===== config.mk =====
export PLATFORM = sky130hd
export DESIGN_NAME = osd_top
export DESIGN_NICKNAME = d
export VERILOG_FILES = /design/src/core/osd_pkg.sv /design/src/core/osd_i2c.sv /design/src/core/osd_top.sv
export VERILOG_INCLUDE_DIRS = /design/src /design/src/core
export SDC_FILE = /design/constraint.sdc
export NUM_CORES = 1
export LEC_CHECK = 0
export BUFFER_PORTS_ARGS = -buffer_cell sky130_fd_sc_hd__buf_2
export CAP_MARGIN = 20
export CORE_MARGIN = 4
export CORE_UTILIZATION = 55
export DETAILED_ROUTE_END_ITERATION = 8
export PLACE_DENSITY = 0.72
export SYNTH_ARGS = -nofsm -noshare
export SYNTH_HDL_FRONTEND = slang
export SYNTH_SLANG_ARGS = --single-unit

===== constraint.sdc =====
create_clock -name mclk -period 5.4 [get_ports mclk]
set_input_delay 1.08 -clock mclk [delete_from_list [all_inputs] [get_ports mclk]]
set_output_delay 1.08 -clock mclk [all_outputs]
set_load 0.02 [all_outputs]

===== src/core/osd_cfg.svh =====
// Constants for the orientation and shake detector
`ifndef OSD_CFG_SVH
`define OSD_CFG_SVH

// ----------------------------------------
// Register map and identity
// ----------------------------------------
`define OSD_I2C_ADDR      7'h16
`define OSD_REG_X         8'h00
`define OSD_REG_Y         8'h01
`define OSD_REG_STAT      8'h02
`define OSD_REG_CFG       8'h04
`define OSD_REG_ID        8'h08
// Arbitrary value
`define OSD_PART_CODE     6'h2a
`define OSD_REG_RESET     8'h00

// ----------------------------------------
// Field positions
// ----------------------------------------
`define OSD_CFG_SLEEP     7
`define OSD_CFG_MODE      6
`define OSD_CFG_LVL       5:4
`define OSD_CFG_WIN       3:2
`define OSD_CFG_HOLD      1:0
`define OSD_ST_IRQ        7
`define OSD_ST_JOLT       6:5
`define OSD_ST_TILT       4
`define OSD_ST_INST       3:2
`define OSD_ST_LT         1:0

// ----------------------------------------
// Codes
// ----------------------------------------
`define OSD_FACE_UP       2'h0
`define OSD_FACE_CW       2'h1
`define OSD_FACE_INV      2'h2
`define OSD_FACE_CCW      2'h3
`define OSD_JOLT_NONE     2'h0
`define OSD_JOLT_LEFT     2'h1
`define OSD_JOLT_RIGHT    2'h2

// ----------------------------------------
// Scale and timing
// ----------------------------------------
`define OSD_LSB_PER_G     64
`define OSD_MIN_SIG       (3 * `OSD_LSB_PER_G / 8)
`define OSD_HALF_G        (`OSD_LSB_PER_G / 2)
`define OSD_MEAS_HZ       100
`define OSD_MS_PER_S      1000
`define OSD_HOLD0_MS      160
`define OSD_HOLD1_MS      320
`define OSD_HOLD2_MS      640
`define OSD_HOLD3_MS      1280
`define OSD_WIN0_MS       80
`define OSD_WIN1_MS       160
`define OSD_WIN2_MS       320
`define OSD_WIN3_MS       640
`define OSD_CNT_MIN1(c)   (((c) < 1) ? 1 : (c))
`define OSD_CEIL_CNT(ms)  `OSD_CNT_MIN1(((ms) * `OSD_MEAS_HZ + `OSD_MS_PER_S - 1) / `OSD_MS_PER_S)
`define OSD_FLOOR_CNT(ms) `OSD_CNT_MIN1((ms) * `OSD_MEAS_HZ / `OSD_MS_PER_S)

`endif


===== src/core/osd_pkg.sv =====
// Types for the orientation and shake detector
package osd_pkg;
    typedef enum logic {
        JOLT_IDLE,
        JOLT_ARMED
    } osd_jolt_state_t;

    typedef enum logic [2:0] {
        I2C_IDLE,
        I2C_ADDR,
        I2C_ACK,
        I2C_RX,
        I2C_TX,
        I2C_RACK
    } osd_i2c_state_t;
endpackage


===== src/core/osd_i2c.sv =====
// Serial register port slave with auto-incrementing pointer
`include "osd_cfg.svh"

module osd_i2c
    import osd_pkg::*;
(
    input  wire logic       mclk,
    input  wire logic       rst_n,
    input  wire logic       scl,
    input  wire logic       sda_in,
    output logic            sda_out,
    output logic            sda_oe,
    output logic [7:0]      reg_ptr,
    input  wire logic [7:0] rd_data,
    output logic            rd_pulse,
    output logic            wr_pulse,
    output logic [7:0]      wr_data
);

    // ----------------------------------------
    // Pin synchronisers
    // ----------------------------------------
    logic           scl_s1, scl_s2, scl_d;
    logic           sda_s1, sda_s2, sda_d;
    logic           scl_rise, scl_fall, start_cond, stop_cond;
    osd_i2c_state_t state;
    logic [7:0]     shift;
    logic [3:0]     bit_cnt;
    logic           rw;
    logic           first_byte;

    always_ff @(posedge mclk or negedge rst_n) begin
        if (!rst_n) begin
            scl_s1 <= 1'b1;
            scl_s2 <= 1'b1;
            scl_d  <= 1'b1;
            sda_s1 <= 1'b1;
            sda_s2 <= 1'b1;
            sda_d  <= 1'b1;
        end else begin
            scl_s1 <= scl;
            scl_s2 <= scl_s1;
            scl_d  <= scl_s2;
            sda_s1 <= sda_in;
            sda_s2 <= sda_s1;
            sda_d  <= sda_s2;
        end
    end

    assign scl_rise   = scl_s2 & ~scl_d;
    assign scl_fall   = ~scl_s2 & scl_d;
    assign start_cond = scl_s2 & scl_d & sda_d & ~sda_s2;
    assign stop_cond  = scl_s2 & scl_d & ~sda_d & sda_s2;
    // Open drain: only ever pulls low
    assign sda_out    = 1'b0;

    // ----------------------------------------
    // Byte engine
    // ----------------------------------------
    always_ff @(posedge mclk or negedge rst_n) begin
        if (!rst_n) begin
            state      <= I2C_IDLE;
            shift      <= `OSD_REG_RESET;
            bit_cnt    <= 4'h0;
            rw         <= 1'b0;
            first_byte <= 1'b0;
            sda_oe     <= 1'b0;
            reg_ptr    <= `OSD_REG_RESET;
            rd_pulse   <= 1'b0;
            wr_pulse   <= 1'b0;
            wr_data    <= `OSD_REG_RESET;
        end else begin
            rd_pulse <= 1'b0;
            wr_pulse <= 1'b0;
            // Advance only after the top has used the pointer for this byte
            if (rd_pulse || wr_pulse) begin
                reg_ptr <= reg_ptr + 8'h01;
            end
            if (start_cond) begin
                state      <= I2C_ADDR;
                bit_cnt    <= 4'h0;
                first_byte <= 1'b1;
                sda_oe     <= 1'b0;
            end else if (stop_cond) begin
                state  <= I2C_IDLE;
                sda_oe <= 1'b0;
            end else begin
                case (state)
                    I2C_ADDR, I2C_RX: begin
                        if (scl_rise) begin
                            shift   <= {shift[6:0], sda_s2};
                            bit_cnt <= bit_cnt + 4'h1;
                        end else if (scl_fall && bit_cnt == 4'h8) begin
                            if (state == I2C_ADDR) begin
                                if (shift[7:1] == `OSD_I2C_ADDR) begin
                                    sda_oe <= 1'b1;
                                    rw     <= shift[0];
                                    state  <= I2C_ACK;
                                end else begin
                                    state <= I2C_IDLE;
                                end
                            end else begin
                                if (first_byte) begin
                                    reg_ptr    <= shift;
                                    first_byte <= 1'b0;
                                end else begin
                                    wr_pulse <= 1'b1;
                                    wr_data  <= shift;
                                end
                                sda_oe <= 1'b1;
                                state  <= I2C_ACK;
                            end
                        end
                    end
                    I2C_ACK: begin
                        if (scl_fall) begin
                            bit_cnt <= 4'h0;
                            if (rw) begin
                                shift    <= rd_data;
                                sda_oe   <= ~rd_data[7];
                                rd_pulse <= 1'b1;
                                state    <= I2C_TX;
                            end else begin
                                sda_oe <= 1'b0;
                                state  <= I2C_RX;
                            end
                        end
                    end
                    I2C_TX: begin
                        if (scl_fall) begin
                            if (bit_cnt == 4'h7) begin
                                sda_oe <= 1'b0;
                                state  <= I2C_RACK;
                            end else begin
                                shift   <= {shift[6:0], 1'b0};
                                sda_oe  <= ~shift[6];
                                bit_cnt <= bit_cnt + 4'h1;
                            end
                        end
                    end
                    I2C_RACK: begin
                        // A missing acknowledge ends the read burst
                        if (scl_rise) begin
                            state <= sda_s2 ? I2C_IDLE : I2C_ACK;
                        end
                    end
                    default: begin
                        sda_oe <= 1'b0;
                    end
                endcase
            end
        end
    end

endmodule


===== src/core/osd_top.sv =====
// Orientation and shake detector with serial register port
`include "osd_cfg.svh"

module osd_top
    import osd_pkg::*;
(
    input  wire logic       mclk,
    input  wire logic       rst_n,
    input  wire logic       scl,
    input  wire logic       sda_in,
    output logic            sda_out,
    output logic            sda_oe,
    input  wire logic [7:0] x_sample,
    input  wire logic [7:0] y_sample,
    input  wire logic       sample_strobe,
    output logic            irq_pin,
    output logic            sleep_mode
);

    // ----------------------------------------
    // Helpers
    // ----------------------------------------
    function automatic logic [8:0] mag(input logic [7:0] v);
        mag = v[7] ? 9'(-$signed({v[7], v})) : {1'b0, v};
    endfunction

    function automatic logic [1:0] facing(input logic [7:0] x, input logic [7:0] y);
        logic [8:0] s;
        logic [8:0] d;
        s = 9'($signed({x[7], x}) + $signed({y[7], y}));
        d = 9'($signed({x[7], x}) - $signed({y[7], y}));
        case ({s[8], d[8]})
            2'b01:   facing = `OSD_FACE_UP;
            2'b00:   facing = `OSD_FACE_CW;
            2'b10:   facing = `OSD_FACE_INV;
            default: facing = `OSD_FACE_CCW;
        endcase
    endfunction

    function automatic logic [7:0] hold_len(input logic [1:0] sel);
        case (sel)
            2'h0:    hold_len = 8'(`OSD_CEIL_CNT(`OSD_HOLD0_MS));
            2'h1:    hold_len = 8'(`OSD_CEIL_CNT(`OSD_HOLD1_MS));
            2'h2:    hold_len = 8'(`OSD_CEIL_CNT(`OSD_HOLD2_MS));
            default: hold_len = 8'(`OSD_CEIL_CNT(`OSD_HOLD3_MS));
        endcase
    endfunction

    function automatic logic [7:0] win_len(input logic [1:0] sel);
        case (sel)
            2'h0:    win_len = 8'(`OSD_FLOOR_CNT(`OSD_WIN0_MS));
            2'h1:    win_len = 8'(`OSD_FLOOR_CNT(`OSD_WIN1_MS));
            2'h2:    win_len = 8'(`OSD_FLOOR_CNT(`OSD_WIN2_MS));
            default: win_len = 8'(`OSD_FLOOR_CNT(`OSD_WIN3_MS));
        endcase
    endfunction

    function automatic logic [8:0] jolt_th(input logic [1:0] sel);
        jolt_th = 9'(({7'h00, sel} + 9'h001) * `OSD_HALF_G);
    endfunction

    // ----------------------------------------
    // Registers and wires
    // ----------------------------------------
    logic [7:0]      x_accel_byte;
    logic [7:0]      y_accel_byte;
    logic [7:0]      detect_config;
    logic [1:0]      long_term_facing;
    logic [1:0]      instant_facing;
    logic [1:0]      cand_facing;
    logic [7:0]      hold_cnt;
    logic            tilt;
    logic [1:0]      jolt_result;
    logic            shake_lock;
    logic            irq_flag;
    osd_jolt_state_t jolt_state;
    logic            first_neg;
    logic [7:0]      win_cnt;
    logic [7:0]      reg_ptr;
    logic [7:0]      rd_data;
    logic            rd_pulse;
    logic            wr_pulse;
    logic [7:0]      wr_data;
    logic            meas_go;
    logic            sig_ok;
    logic [1:0]      new_facing;
    logic [7:0]      next_hold;
    logic            lt_change;
    logic [7:0]      perp;
    logic            over_th;
    logic [7:0]      next_win;
    logic            in_win;
    logic            shake_hit;
    logic            status_rd;

    // ----------------------------------------
    // Register port
    // ----------------------------------------
    osd_i2c u_i2c (
        .mclk     (mclk),
        .rst_n    (rst_n),
        .scl      (scl),
        .sda_in   (sda_in),
        .sda_out  (sda_out),
        .sda_oe   (sda_oe),
        .reg_ptr  (reg_ptr),
        .rd_data  (rd_data),
        .rd_pulse (rd_pulse),
        .wr_pulse (wr_pulse),
        .wr_data  (wr_data)
    );

    always_comb begin
        case (reg_ptr)
            `OSD_REG_X:    rd_data = x_accel_byte;
            `OSD_REG_Y:    rd_data = y_accel_byte;
            `OSD_REG_STAT: rd_data = {irq_flag, jolt_result, tilt, instant_facing, long_term_facing};
            `OSD_REG_ID:   rd_data = {2'b00, `OSD_PART_CODE};
            default:       rd_data = `OSD_REG_RESET;
        endcase
    end

    assign status_rd = rd_pulse && reg_ptr == `OSD_REG_STAT;

    always_ff @(posedge mclk or negedge rst_n) begin
        if (!rst_n) begin
            detect_config <= `OSD_REG_RESET;
        end else if (wr_pulse && reg_ptr == `OSD_REG_CFG) begin
            detect_config <= wr_data;
        end
    end

    // Power-down freezes detection but keeps the port alive, so software can wake it
    assign sleep_mode = detect_config[`OSD_CFG_SLEEP];
    assign meas_go    = sample_strobe && !detect_config[`OSD_CFG_SLEEP];

    // ----------------------------------------
    // Samples and facing
    // ----------------------------------------
    assign sig_ok     = mag(x_sample) >= 9'(`OSD_MIN_SIG) || mag(y_sample) >= 9'(`OSD_MIN_SIG);
    assign new_facing = facing(x_sample, y_sample);

    always_ff @(posedge mclk or negedge rst_n) begin
        if (!rst_n) begin
            x_accel_byte <= `OSD_REG_RESET;
            y_accel_byte <= `OSD_REG_RESET;
        end else if (meas_go) begin
            x_accel_byte <= x_sample;
            y_accel_byte <= y_sample;
        end
    end

    always_ff @(posedge mclk or negedge rst_n) begin
        if (!rst_n) begin
            tilt           <= 1'b0;
            instant_facing <= `OSD_FACE_UP;
        end else if (meas_go) begin
            tilt <= !sig_ok;
            if (sig_ok) begin
                instant_facing <= new_facing;
            end
        end
    end

    // Filter needs an unbroken run; any invalid sample restarts it
    assign next_hold = (new_facing == cand_facing) ? hold_cnt + 8'h01 : 8'h01;
    assign lt_change = meas_go && sig_ok && new_facing != long_term_facing
                       && next_hold >= hold_len(detect_config[`OSD_CFG_HOLD]);

    always_ff @(posedge mclk or negedge rst_n) begin
        if (!rst_n) begin
            long_term_facing <= `OSD_FACE_UP;
            cand_facing      <= `OSD_FACE_UP;
            hold_cnt         <= 8'h00;
        end else if (meas_go) begin
            if (!sig_ok || new_facing == long_term_facing) begin
                hold_cnt    <= 8'h00;
                cand_facing <= long_term_facing;
            end else if (lt_change) begin
                long_term_facing <= new_facing;
                hold_cnt         <= 8'h00;
            end else begin
                cand_facing <= new_facing;
                hold_cnt    <= next_hold;
            end
        end
    end

    // ----------------------------------------
    // Shake detection
    // ----------------------------------------
    assign perp     = long_term_facing[0] ? x_sample : y_sample;
    assign over_th  = mag(perp) > jolt_th(detect_config[`OSD_CFG_LVL]);
    assign next_win = win_cnt + 8'h01;
    assign in_win   = next_win <= win_len(detect_config[`OSD_CFG_WIN]);
    assign shake_hit = meas_go && jolt_state == JOLT_ARMED && in_win && perp[7] != first_neg
                       && (detect_config[`OSD_CFG_MODE] || over_th);

    always_ff @(posedge mclk or negedge rst_n) begin
        if (!rst_n) begin
            jolt_state <= JOLT_IDLE;
            first_neg  <= 1'b0;
            win_cnt    <= 8'h00;
        end else if (meas_go) begin
            case (jolt_state)
                JOLT_IDLE: begin
                    if (!shake_lock && over_th) begin
                        jolt_state <= JOLT_ARMED;
                        first_neg  <= perp[7];
                        win_cnt    <= 8'h00;
                    end
                end
                JOLT_ARMED: begin
                    if (shake_hit || !in_win) begin
                        jolt_state <= JOLT_IDLE;
                    end else begin
                        win_cnt <= next_win;
                    end
                end
                default: begin
                    jolt_state <= JOLT_IDLE;
                end
            endcase
        end
    end

    // Set beats the clearing read, so a shake is never lost
    always_ff @(posedge mclk or negedge rst_n) begin
        if (!rst_n) begin
            jolt_result <= `OSD_JOLT_NONE;
            shake_lock  <= 1'b0;
        end else if (shake_hit) begin
            jolt_result <= first_neg ? `OSD_JOLT_LEFT : `OSD_JOLT_RIGHT;
            shake_lock  <= 1'b1;
        end else if (status_rd) begin
            jolt_result <= `OSD_JOLT_NONE;
            shake_lock  <= 1'b0;
        end
    end

    // ----------------------------------------
    // Interrupt
    // ----------------------------------------
    always_ff @(posedge mclk or negedge rst_n) begin
        if (!rst_n) begin
            irq_flag <= 1'b0;
        end else if (lt_change || shake_hit) begin
            irq_flag <= 1'b1;
        end else if (status_rd) begin
            irq_flag <= 1'b0;
        end
    end

    assign irq_pin = irq_flag;
endmodule


**Word-level counts from Yosys, hierarchy flattened**

Cells that the tools add are included.

- Add/subtract/negate cells: 10
- Order comparisons: 5
- Eq/ne operators: 45
- Multiplexer cells: 88
- Bitwise gates (word level): 20
- Reductions and logical operators: 46

Operators with widths:

| operator | number |
|---|---|
| 8-bit 2-to-1 mux | 19 |
| 8-bit one-hot mux with 3 select lines | 2 |
| 1-bit 2-to-1 mux | 33 |
| 8-bit one-hot mux with 4 select lines | 1 |
| 3-bit 2-to-1 mux | 9 |
| 9-bit 2-to-1 mux | 3 |
| 8-bit negator with 9-bit output | 3 |
| 8-bit by 1-bit adder with 8-bit output (second input constant) | 3 |
| 4-bit 2-to-1 mux | 6 |
| 7-bit one-hot mux with 3 select lines | 1 |
| 7-bit AND reduction | 3 |
| 4-bit by 1-bit inequality test with 1-bit output (second input constant) | 5 |
| 9-bit by 5-bit greater-or-equal comparator with 1-bit output (second input constant) | 2 |
| 2-bit 2-to-1 mux | 8 |
| 8-bit one-hot mux with 2 select lines | 1 |
| 2-bit by 1-bit inequality test with 1-bit output (second input constant) | 7 |
| 1-bit NOT | 13 |
| 1-bit logical AND | 12 |
| 3-bit by 1-bit inequality test with 1-bit output (second input constant) | 4 |
| 3-bit one-hot mux with 4 select lines | 1 |
| 4-bit one-hot mux with 3 select lines | 1 |
| 6-bit AND reduction | 2 |
| 8-bit by 8-bit adder with 9-bit output | 1 |
| 9-bit by 8-bit greater-than comparator with 1-bit output | 1 |
| 41 further kinds | 73 |

- Flip-flop bits (word level): 95
- Input port bits: 21
- Output and inout port bits: 4
- Word-level logic and storage cells: 244

**Longest topological paths before layout**

- Depth after elaboration: 9
- Depth in mapped cells: 23
- Depth with buffers taken out: 22

**Modules after synthesis**

Synthesis repeated with hierarchy kept, for this count alone.

- Cell total of the unflattened synthesis: 650
- Area total of the unflattened synthesis: 6,132.1 um^2

By module, submodules not included:

| module | times used | cells an instance | area an instance (um^2) | sequential area each (um^2) |
|---|---|---|---|---|
| osd_top | 1 | 436 | 3,875.0 | 1,326.3 |
| osd_i2c | 1 | 214 | 2,257.2 | 1,058.5 |

**Worst setup path before layout**

No wires, ideal clock.

- Path kind: input to register
- From: input y_sample[1]
- To: register hold_cnt[3]
- Library setup time: 0.065 ns
- Arrival: 4.764 ns
- Required time: 5.335 ns
- Setup slack: 0.571 ns
- Cell stages on the path: 21
- Buffers on the path: 1
- Cell sequence: inv_1 -> ha_1 -> a21o_1 -> a21o_1 -> a21o_1 -> a21oi_1 -> nor2b_1 -> o31a_1 -> ha_1 -> xnor2_1 -> o21ai_2 -> a21oi_1 -> ha_1 -> nor2b_1 -> o21a_1 -> o21a_1 -> a211o_1 -> and4bb_1 -> buf_6 -> nor4b_4 -> o22a_1

- Word-level cells in the longest chain between the ends: 9
- Elaborated cells between the ends (all ways): 22
- Classes of those cells: add/sub: 3; order compare: 2; eq/ne: 5; mux: 5; reduce/logical: 7

RTL lines:

| what | RTL line | RTL |
|---|---|---|
| start, declared | osd_top.sv:14 | `input wire logic [7:0] y_sample,` |
| 8-bit by 8-bit subtractor with 9-bit output or 8-bit by 8-bit adder with 9-bit output (tied branches) | osd_top.sv:31, osd_top.sv:30 |  |
| 2-bit == test (tied with other cells) | osd_top.sv:32 | `case ({s[8], d[8]})` |
| 2-bit one-hot mux with 3 select lines * | osd_top.sv:32 |  |
| via new_facing[0] | osd_top.sv:86 | `logic [1:0] new_facing;` |
| 2-bit == test | osd_top.sv:166 | `assign next_hold = (new_facing == cand_facing) ? hold_cnt + 8'h01 : 8'h01;` |
| 8-bit 2-to-1 mux | osd_top.sv:166 |  |
| 8-bit greater-or-equal comparator | osd_top.sv:168 | `` && next_hold >= hold_len(detect_config[`OSD_CFG_HOLD]); `` |
| 1-bit logical AND | osd_top.sv:167 | `assign lt_change = meas_go && sig_ok && new_facing != long_term_facing` |
| 8-bit 2-to-1 mux | osd_top.sv:179 | `end else if (lt_change) begin` |
| 8-bit 2-to-1 mux * | osd_top.sv:176 | `if (!sig_ok \|\| new_facing == long_term_facing) begin` |
| end signal, assigned | osd_top.sv:184 | `hold_cnt <= next_hold;` |
| end, declared | osd_top.sv:71 | `logic [7:0] hold_cnt;` |

The timed path passes the listed nets; every way through them passes the cells marked *.
A chain may end at the register's enable or synchronous reset.

**Worst setup path in the final report**

Ends and elaborated chain as after synthesis.

==> impl_table.tex <==
\begin{tabular}{lr}
\hline
Metric & Value \\
\hline
\multicolumn{2}{l}{\textbf{Run status}} \\
\quad Status & complete, no violations \\
\multicolumn{2}{l}{\textbf{Drt}} \\
\quad Detailed-routing iteration count for the pre-antenna-repair pass & 6 \\
\quad Via count & 4664 \\
\quad Via-per-instance ratio & 5.889 \\
\quad Mean routed wirelength per cell & 16.68 um \\
\quad Antenna viol nets, final & 0 \\
\quad Post-Route WL & approximately 13000 um \\
\quad Violation count after the first detailed-route iteration & between 300 and 400 \\
\quad DRC violations left & 0 \\
\multicolumn{2}{l}{\textbf{Power and ir drop}} \\
\quad Cell Pwr Density & 328.7 mW/mm\^{}2 \\
\quad Highest ir drop seen on vdd & 214.3 uV \\
\quad Total leakage power & slightly below 3 nW \\
\multicolumn{2}{l}{\textbf{Setup path}} \\
\quad Crit start category & input pin \\
\quad Crit Path Category & in -> reg \\
\quad Required time at the worst-slack endpoint & 5.71 ns \\
\quad Nature of the critical path endpoint & flip-flop \\
\quad CP Max Fanout & 6 \\
\quad Destination of the worst register-to-register timing path & win\_cnt[3] \\
\quad Register-to-Register Setup Slack & 1.37 ns \\
\quad Reg2Reg Depth & 13 \\
\quad Worst path arrival time & 5.21 ns \\
\quad Launch point of the worst reg-to-reg path & long\_term\_facing[0] \\
\multicolumn{2}{l}{\textbf{Floorplanning}} \\
\quad Core region area & 0.01037 mm\^{}2 \\
\quad Number of I/O pins & 25 \\
\quad Die Footprint & 0.01236 mm\^{}2 \\
\quad Site Rows & 37 \\
\quad Die Width & 111.2 um \\
\quad Effective utilization at floorplan & 0.5647 \\
\quad Vertical die dimension & 111.2 um \\
\multicolumn{2}{l}{\textbf{Clocking}} \\
\quad Post-CTS repair timing setup buffer count & 0 \\
\quad Clock latency on the worst-skew pair & approximately 0.36 ns \\
\quad Number of H-tree levels & 3 \\
\quad Total of hold buffers inserted after clock tree synthesis & 0 \\
\quad Post-cts gate resize count & 0 \\
\quad Master cell of the clock root buffer & sky130\_fd\_sc\_hd\_\_clkbuf\_8 \\
\quad Clock tree buffer depth & 2 \\
\quad CTS buffer count & 9 \\
\quad CTS tree & done \\
\quad CTS clk-pin slew, worst paths & 0.10 ns \\
\quad Clk sink count & 95 \\
\multicolumn{2}{l}{\textbf{Final layout}} \\
\quad Highest-count cells in the layout ignoring fill and taps & sky130\_fd\_sc\_hd\_\_dfrtp\_1, sky130\_fd\_sc\_hd\_\_nand2\_1, sky130\_fd\_sc\_hd\_\_nor2\_1, sky130\_fd\_sc\_hd\_\_a21oi\_1, sky130\_fd\_sc\_hd\_\_ha\_1 \\
\quad Number of antenna repair diodes & 0 \\
\quad Area taken by multi-input logic gates & 0.003208 mm\^{}2 \\
\quad Fraction of final layout cells with drive strength greater than 1 & 0.1418 \\
\quad Number of fillers in the final layout & 939 \\
\quad Post-layout nets & 711 \\
\quad Most common cell after layout, fill and taps aside & sky130\_fd\_sc\_hd\_\_dfrtp\_1 \\
\quad Synth-to-Final Area Change & 7.308\% \\
\quad Sequential cell area in the final layout & between 0.002 and 0.0025 mm\^{}2 \\
\multicolumn{2}{l}{\textbf{STA}} \\
\quad Final Max Slew Viols & 0 \\
\quad Clock Skews & 0.01086 ns \\
\quad Final period util & 0.9081 \\
\quad Worst slew slack as a fraction of its limit & 0.4920 \\
\quad Setup-violating endpoint count in the final report & 0 \\
\quad Minimum clock period after layout & 4.904 ns \\
\quad Worst Max-Slew Pin Slew & 0.7620 ns \\
\quad Setup repair after global routing missed its margin & no \\
\quad Achievable frequency & 203.9 MHz \\
\quad Total negative setup slack & 0 ns \\
\quad Final worst-path setup slack & between 0.4 and 0.5 ns \\
\quad Number of hold violations in the final report & 0 \\
\multicolumn{2}{l}{\textbf{Placement}} \\
\quad Last weighted congestion value of the routability-driven placer & 0.9456 \\
\quad Post-Place Setup Slack & approximately 0.15 ns \\
\quad Port-buffer cells & 23 \\
\quad HPWL Detailed & 9821 um \\
\multicolumn{2}{l}{\textbf{GRT}} \\
\quad Overall routing resource usage & 0.2254 \\
\quad Busiest layer in global routing & met2 \\
\quad Met2 routing resource usage after global routing & 0.3788 \\
\quad Antenna violations before repair & 0 \\
\quad Via count of the first global-routing pass & 4750 \\
\quad GR Util met1 & 0.3053 \\
\quad Global-route met3 utilization & 0.03548 \\
\quad Pin count of the biggest net entering global routing & 57 \\
\quad Total gr overflow & 0 \\
\quad First-pass GRT wire length & roughly 23000 um \\
\multicolumn{2}{l}{\textbf{Logic synthesis}} \\
\quad Post-synth net total & 696 \\
\quad Number of flops mapped to enable cells by yosys & 0 \\
\quad Share of the yosys chip area belonging to registers & 0.4073 \\
\quad Count of state elements after synthesis & 95 \\
\quad Count of warnings emitted by yosys & 0 \\
\quad Synthesized area per cell & slightly above 9 um\^{}2 \\
\quad Fraction of registers with async set/reset & 1.000 \\
\quad Cells after Synth & between 600 and 700 \\
\quad Synth Flop Type & sky130\_fd\_sc\_hd\_\_dfrtp\_1 \\
\quad Count of unique library cells instantiated by Yosys & just under 70 \\
\quad Netlist area before placement & 0.005856 mm\^{}2 \\
\multicolumn{2}{l}{\textbf{Worst hold path}} \\
\quad Hold path endpoint & u\_i2c.sda\_s2 \\
\quad Worst min-delay path class & reg -> reg \\
\quad Critical hold path startpoint & u\_i2c.sda\_s1 \\
\quad Number of cells on the worst hold path & 0 \\
\multicolumn{2}{l}{\textbf{Flow run}} \\
\quad Max-capacitance violation count & 0 \\
\hline
\end{tabular}
-- power by group --
| group | total [mW] | internal, mW | switching (mW) |
|---|---|---|---|
| clock | 0.516 | 0.262 | 0.253 |
| sequential | 0.968 | 0.814 | 0.155 |
| combinational | 0.582 | 0.250 | 0.332 |
| total | 2.07 | 1.33 | 0.739 |
-- layout make-up --
cell class,instances,area share
Clock buffer,9,0.01971
Clock inverter,7,0.01513
Inverter,35,0.02091
Multi-Input combinational cell,480,0.5106
Sequential cell,95,0.3795
Tap cell,136,0.02708
Timing Repair Buffer,30,0.02708
-- Yosys cell counts, types with 5 or more instances --
library cell               instances  area share
sky130_fd_sc_hd__mux2i_1           9       0.015
sky130_fd_sc_hd__dfrtp_1          89        0.38
sky130_fd_sc_hd__o31ai_1           7      0.0090
sky130_fd_sc_hd__a21oi_1          41       0.035
sky130_fd_sc_hd__and2_1            5      0.0053
sky130_fd_sc_hd__a21o_1            7      0.0090
sky130_fd_sc_hd__nor2_1           56       0.036
sky130_fd_sc_hd__nor2b_1          11       0.012
sky130_fd_sc_hd__dfstp_2           6       0.027
sky130_fd_sc_hd__xnor2_1          13       0.019
sky130_fd_sc_hd__nand2b_1         10       0.011
sky130_fd_sc_hd__ha_1             39       0.083
sky130_fd_sc_hd__mux2_2           22       0.042
sky130_fd_sc_hd__o21a_1            8       0.010
sky130_fd_sc_hd__inv_1            35       0.022
sky130_fd_sc_hd__o21ai_0          36       0.031
sky130_fd_sc_hd__nand3_1          24       0.021
sky130_fd_sc_hd__a222oi_1          5      0.0085
sky130_fd_sc_hd__xor2_1           10       0.015
sky130_fd_sc_hd__nor3_1           15       0.013
sky130_fd_sc_hd__nand2_1          78       0.050
sky130_fd_sc_hd__clkbuf_1         17       0.011
sky130_fd_sc_hd__a22oi_1           6      0.0077
-- worst max-delay path by stage --
stage                     start     endpoint  cells after the start
finish              y_sample[1]  hold_cnt[3]                     22
global route        y_sample[1]  hold_cnt[3]                     22
CTS                 y_sample[1]  hold_cnt[3]                     22
detailed placement  y_sample[1]  hold_cnt[3]                     22
global placement    x_sample[1]  hold_cnt[3]                     20
floorplan           y_sample[1]  hold_cnt[3]                     21
-- cells by family (layout without fill, tap and decap cells) --
logic type | after synthesis | after routing | synth area share
simple gates | 227 | 227 | 0.1861
compound gates | 158 | 158 | 0.1838
flops | 95 | 95 | 0.4073
buf+inv | 61 | 81 | 0.04487
fa+ha+maj | 39 | 39 | 0.08333
mux | 32 | 32 | 0.05962
xor+xnor | 23 | 23 | 0.03440
other cells | 1 | 1 | 0.0006404
-- through the flow --
| step | instance area, um^2 | instances | total power, mW | utilization | hold WS, ns |
|---|---|---|---|---|---|
| after CTS | 6284 | 792 | 2.073 | 0.6059 | 0.3608 |
| after detailed placement | 6065 | 776 | 1.559 | 0.5848 | 0.3470 |
| after floorplan | 5856 | 636 | 1.389 | - | 0.3452 |
| final | 6284 | 792 | 2.066 | 0.6059 | 0.3597 |
| after global routing | 6284 | 792 | 2.213 | 0.6059 | 0.3714 |
| after global placement | 6065 | 776 | 1.539 | 0.5848 | 0.3460 |
-- routing by layer --
metal  routed length [um]  vias to the layer above  part of all wire
met5                    0                        -                 0
met4                  165                        0             0.012
met3                  640                       17             0.048
met2                 6431                      117              0.49
met1                 5975                     2258              0.45
li1                     -                     2272                 -
-- sequential cells by signal (all words and copies together), names as in the netlist, 2 cells and up --
signal	cells
hold_cnt	8
x_accel_byte	8
u_i2c.wr_data	8
jolt_result	2
win_cnt	8
detect_config	8
instant_facing	2
u_i2c.state	3
u_i2c.shift	8
cand_facing	2
long_term_facing	2
u_i2c.bit_cnt	4
u_i2c.reg_ptr	8
y_accel_byte	8
-- worst max-delay path, stage by stage --
cell and delay, ns:
sky130_fd_sc_hd__buf_2 0.13, sky130_fd_sc_hd__inv_1 0.07, sky130_fd_sc_hd__ha_1 0.28, sky130_fd_sc_hd__nand3b_1 0.11, sky130_fd_sc_hd__a21oi_1 0.07, sky130_fd_sc_hd__o21bai_1 0.13
sky130_fd_sc_hd__a21oi_1 0.08, sky130_fd_sc_hd__o21bai_1 0.13, sky130_fd_sc_hd__a21oi_1 0.08, sky130_fd_sc_hd__o41ai_1 0.45, sky130_fd_sc_hd__ha_1 0.41, sky130_fd_sc_hd__xnor2_1 0.23
sky130_fd_sc_hd__o21ai_2 0.08, sky130_fd_sc_hd__a21oi_1 0.17, sky130_fd_sc_hd__ha_1 0.27, sky130_fd_sc_hd__nor2b_1 0.13, sky130_fd_sc_hd__o21a_1 0.16, sky130_fd_sc_hd__o21a_1 0.16
sky130_fd_sc_hd__a211o_1 0.27, sky130_fd_sc_hd__and4bb_1 0.35, sky130_fd_sc_hd__nor4b_4 0.21, sky130_fd_sc_hd__o22a_1 0.15
Power figures use the tool's default switching activity.
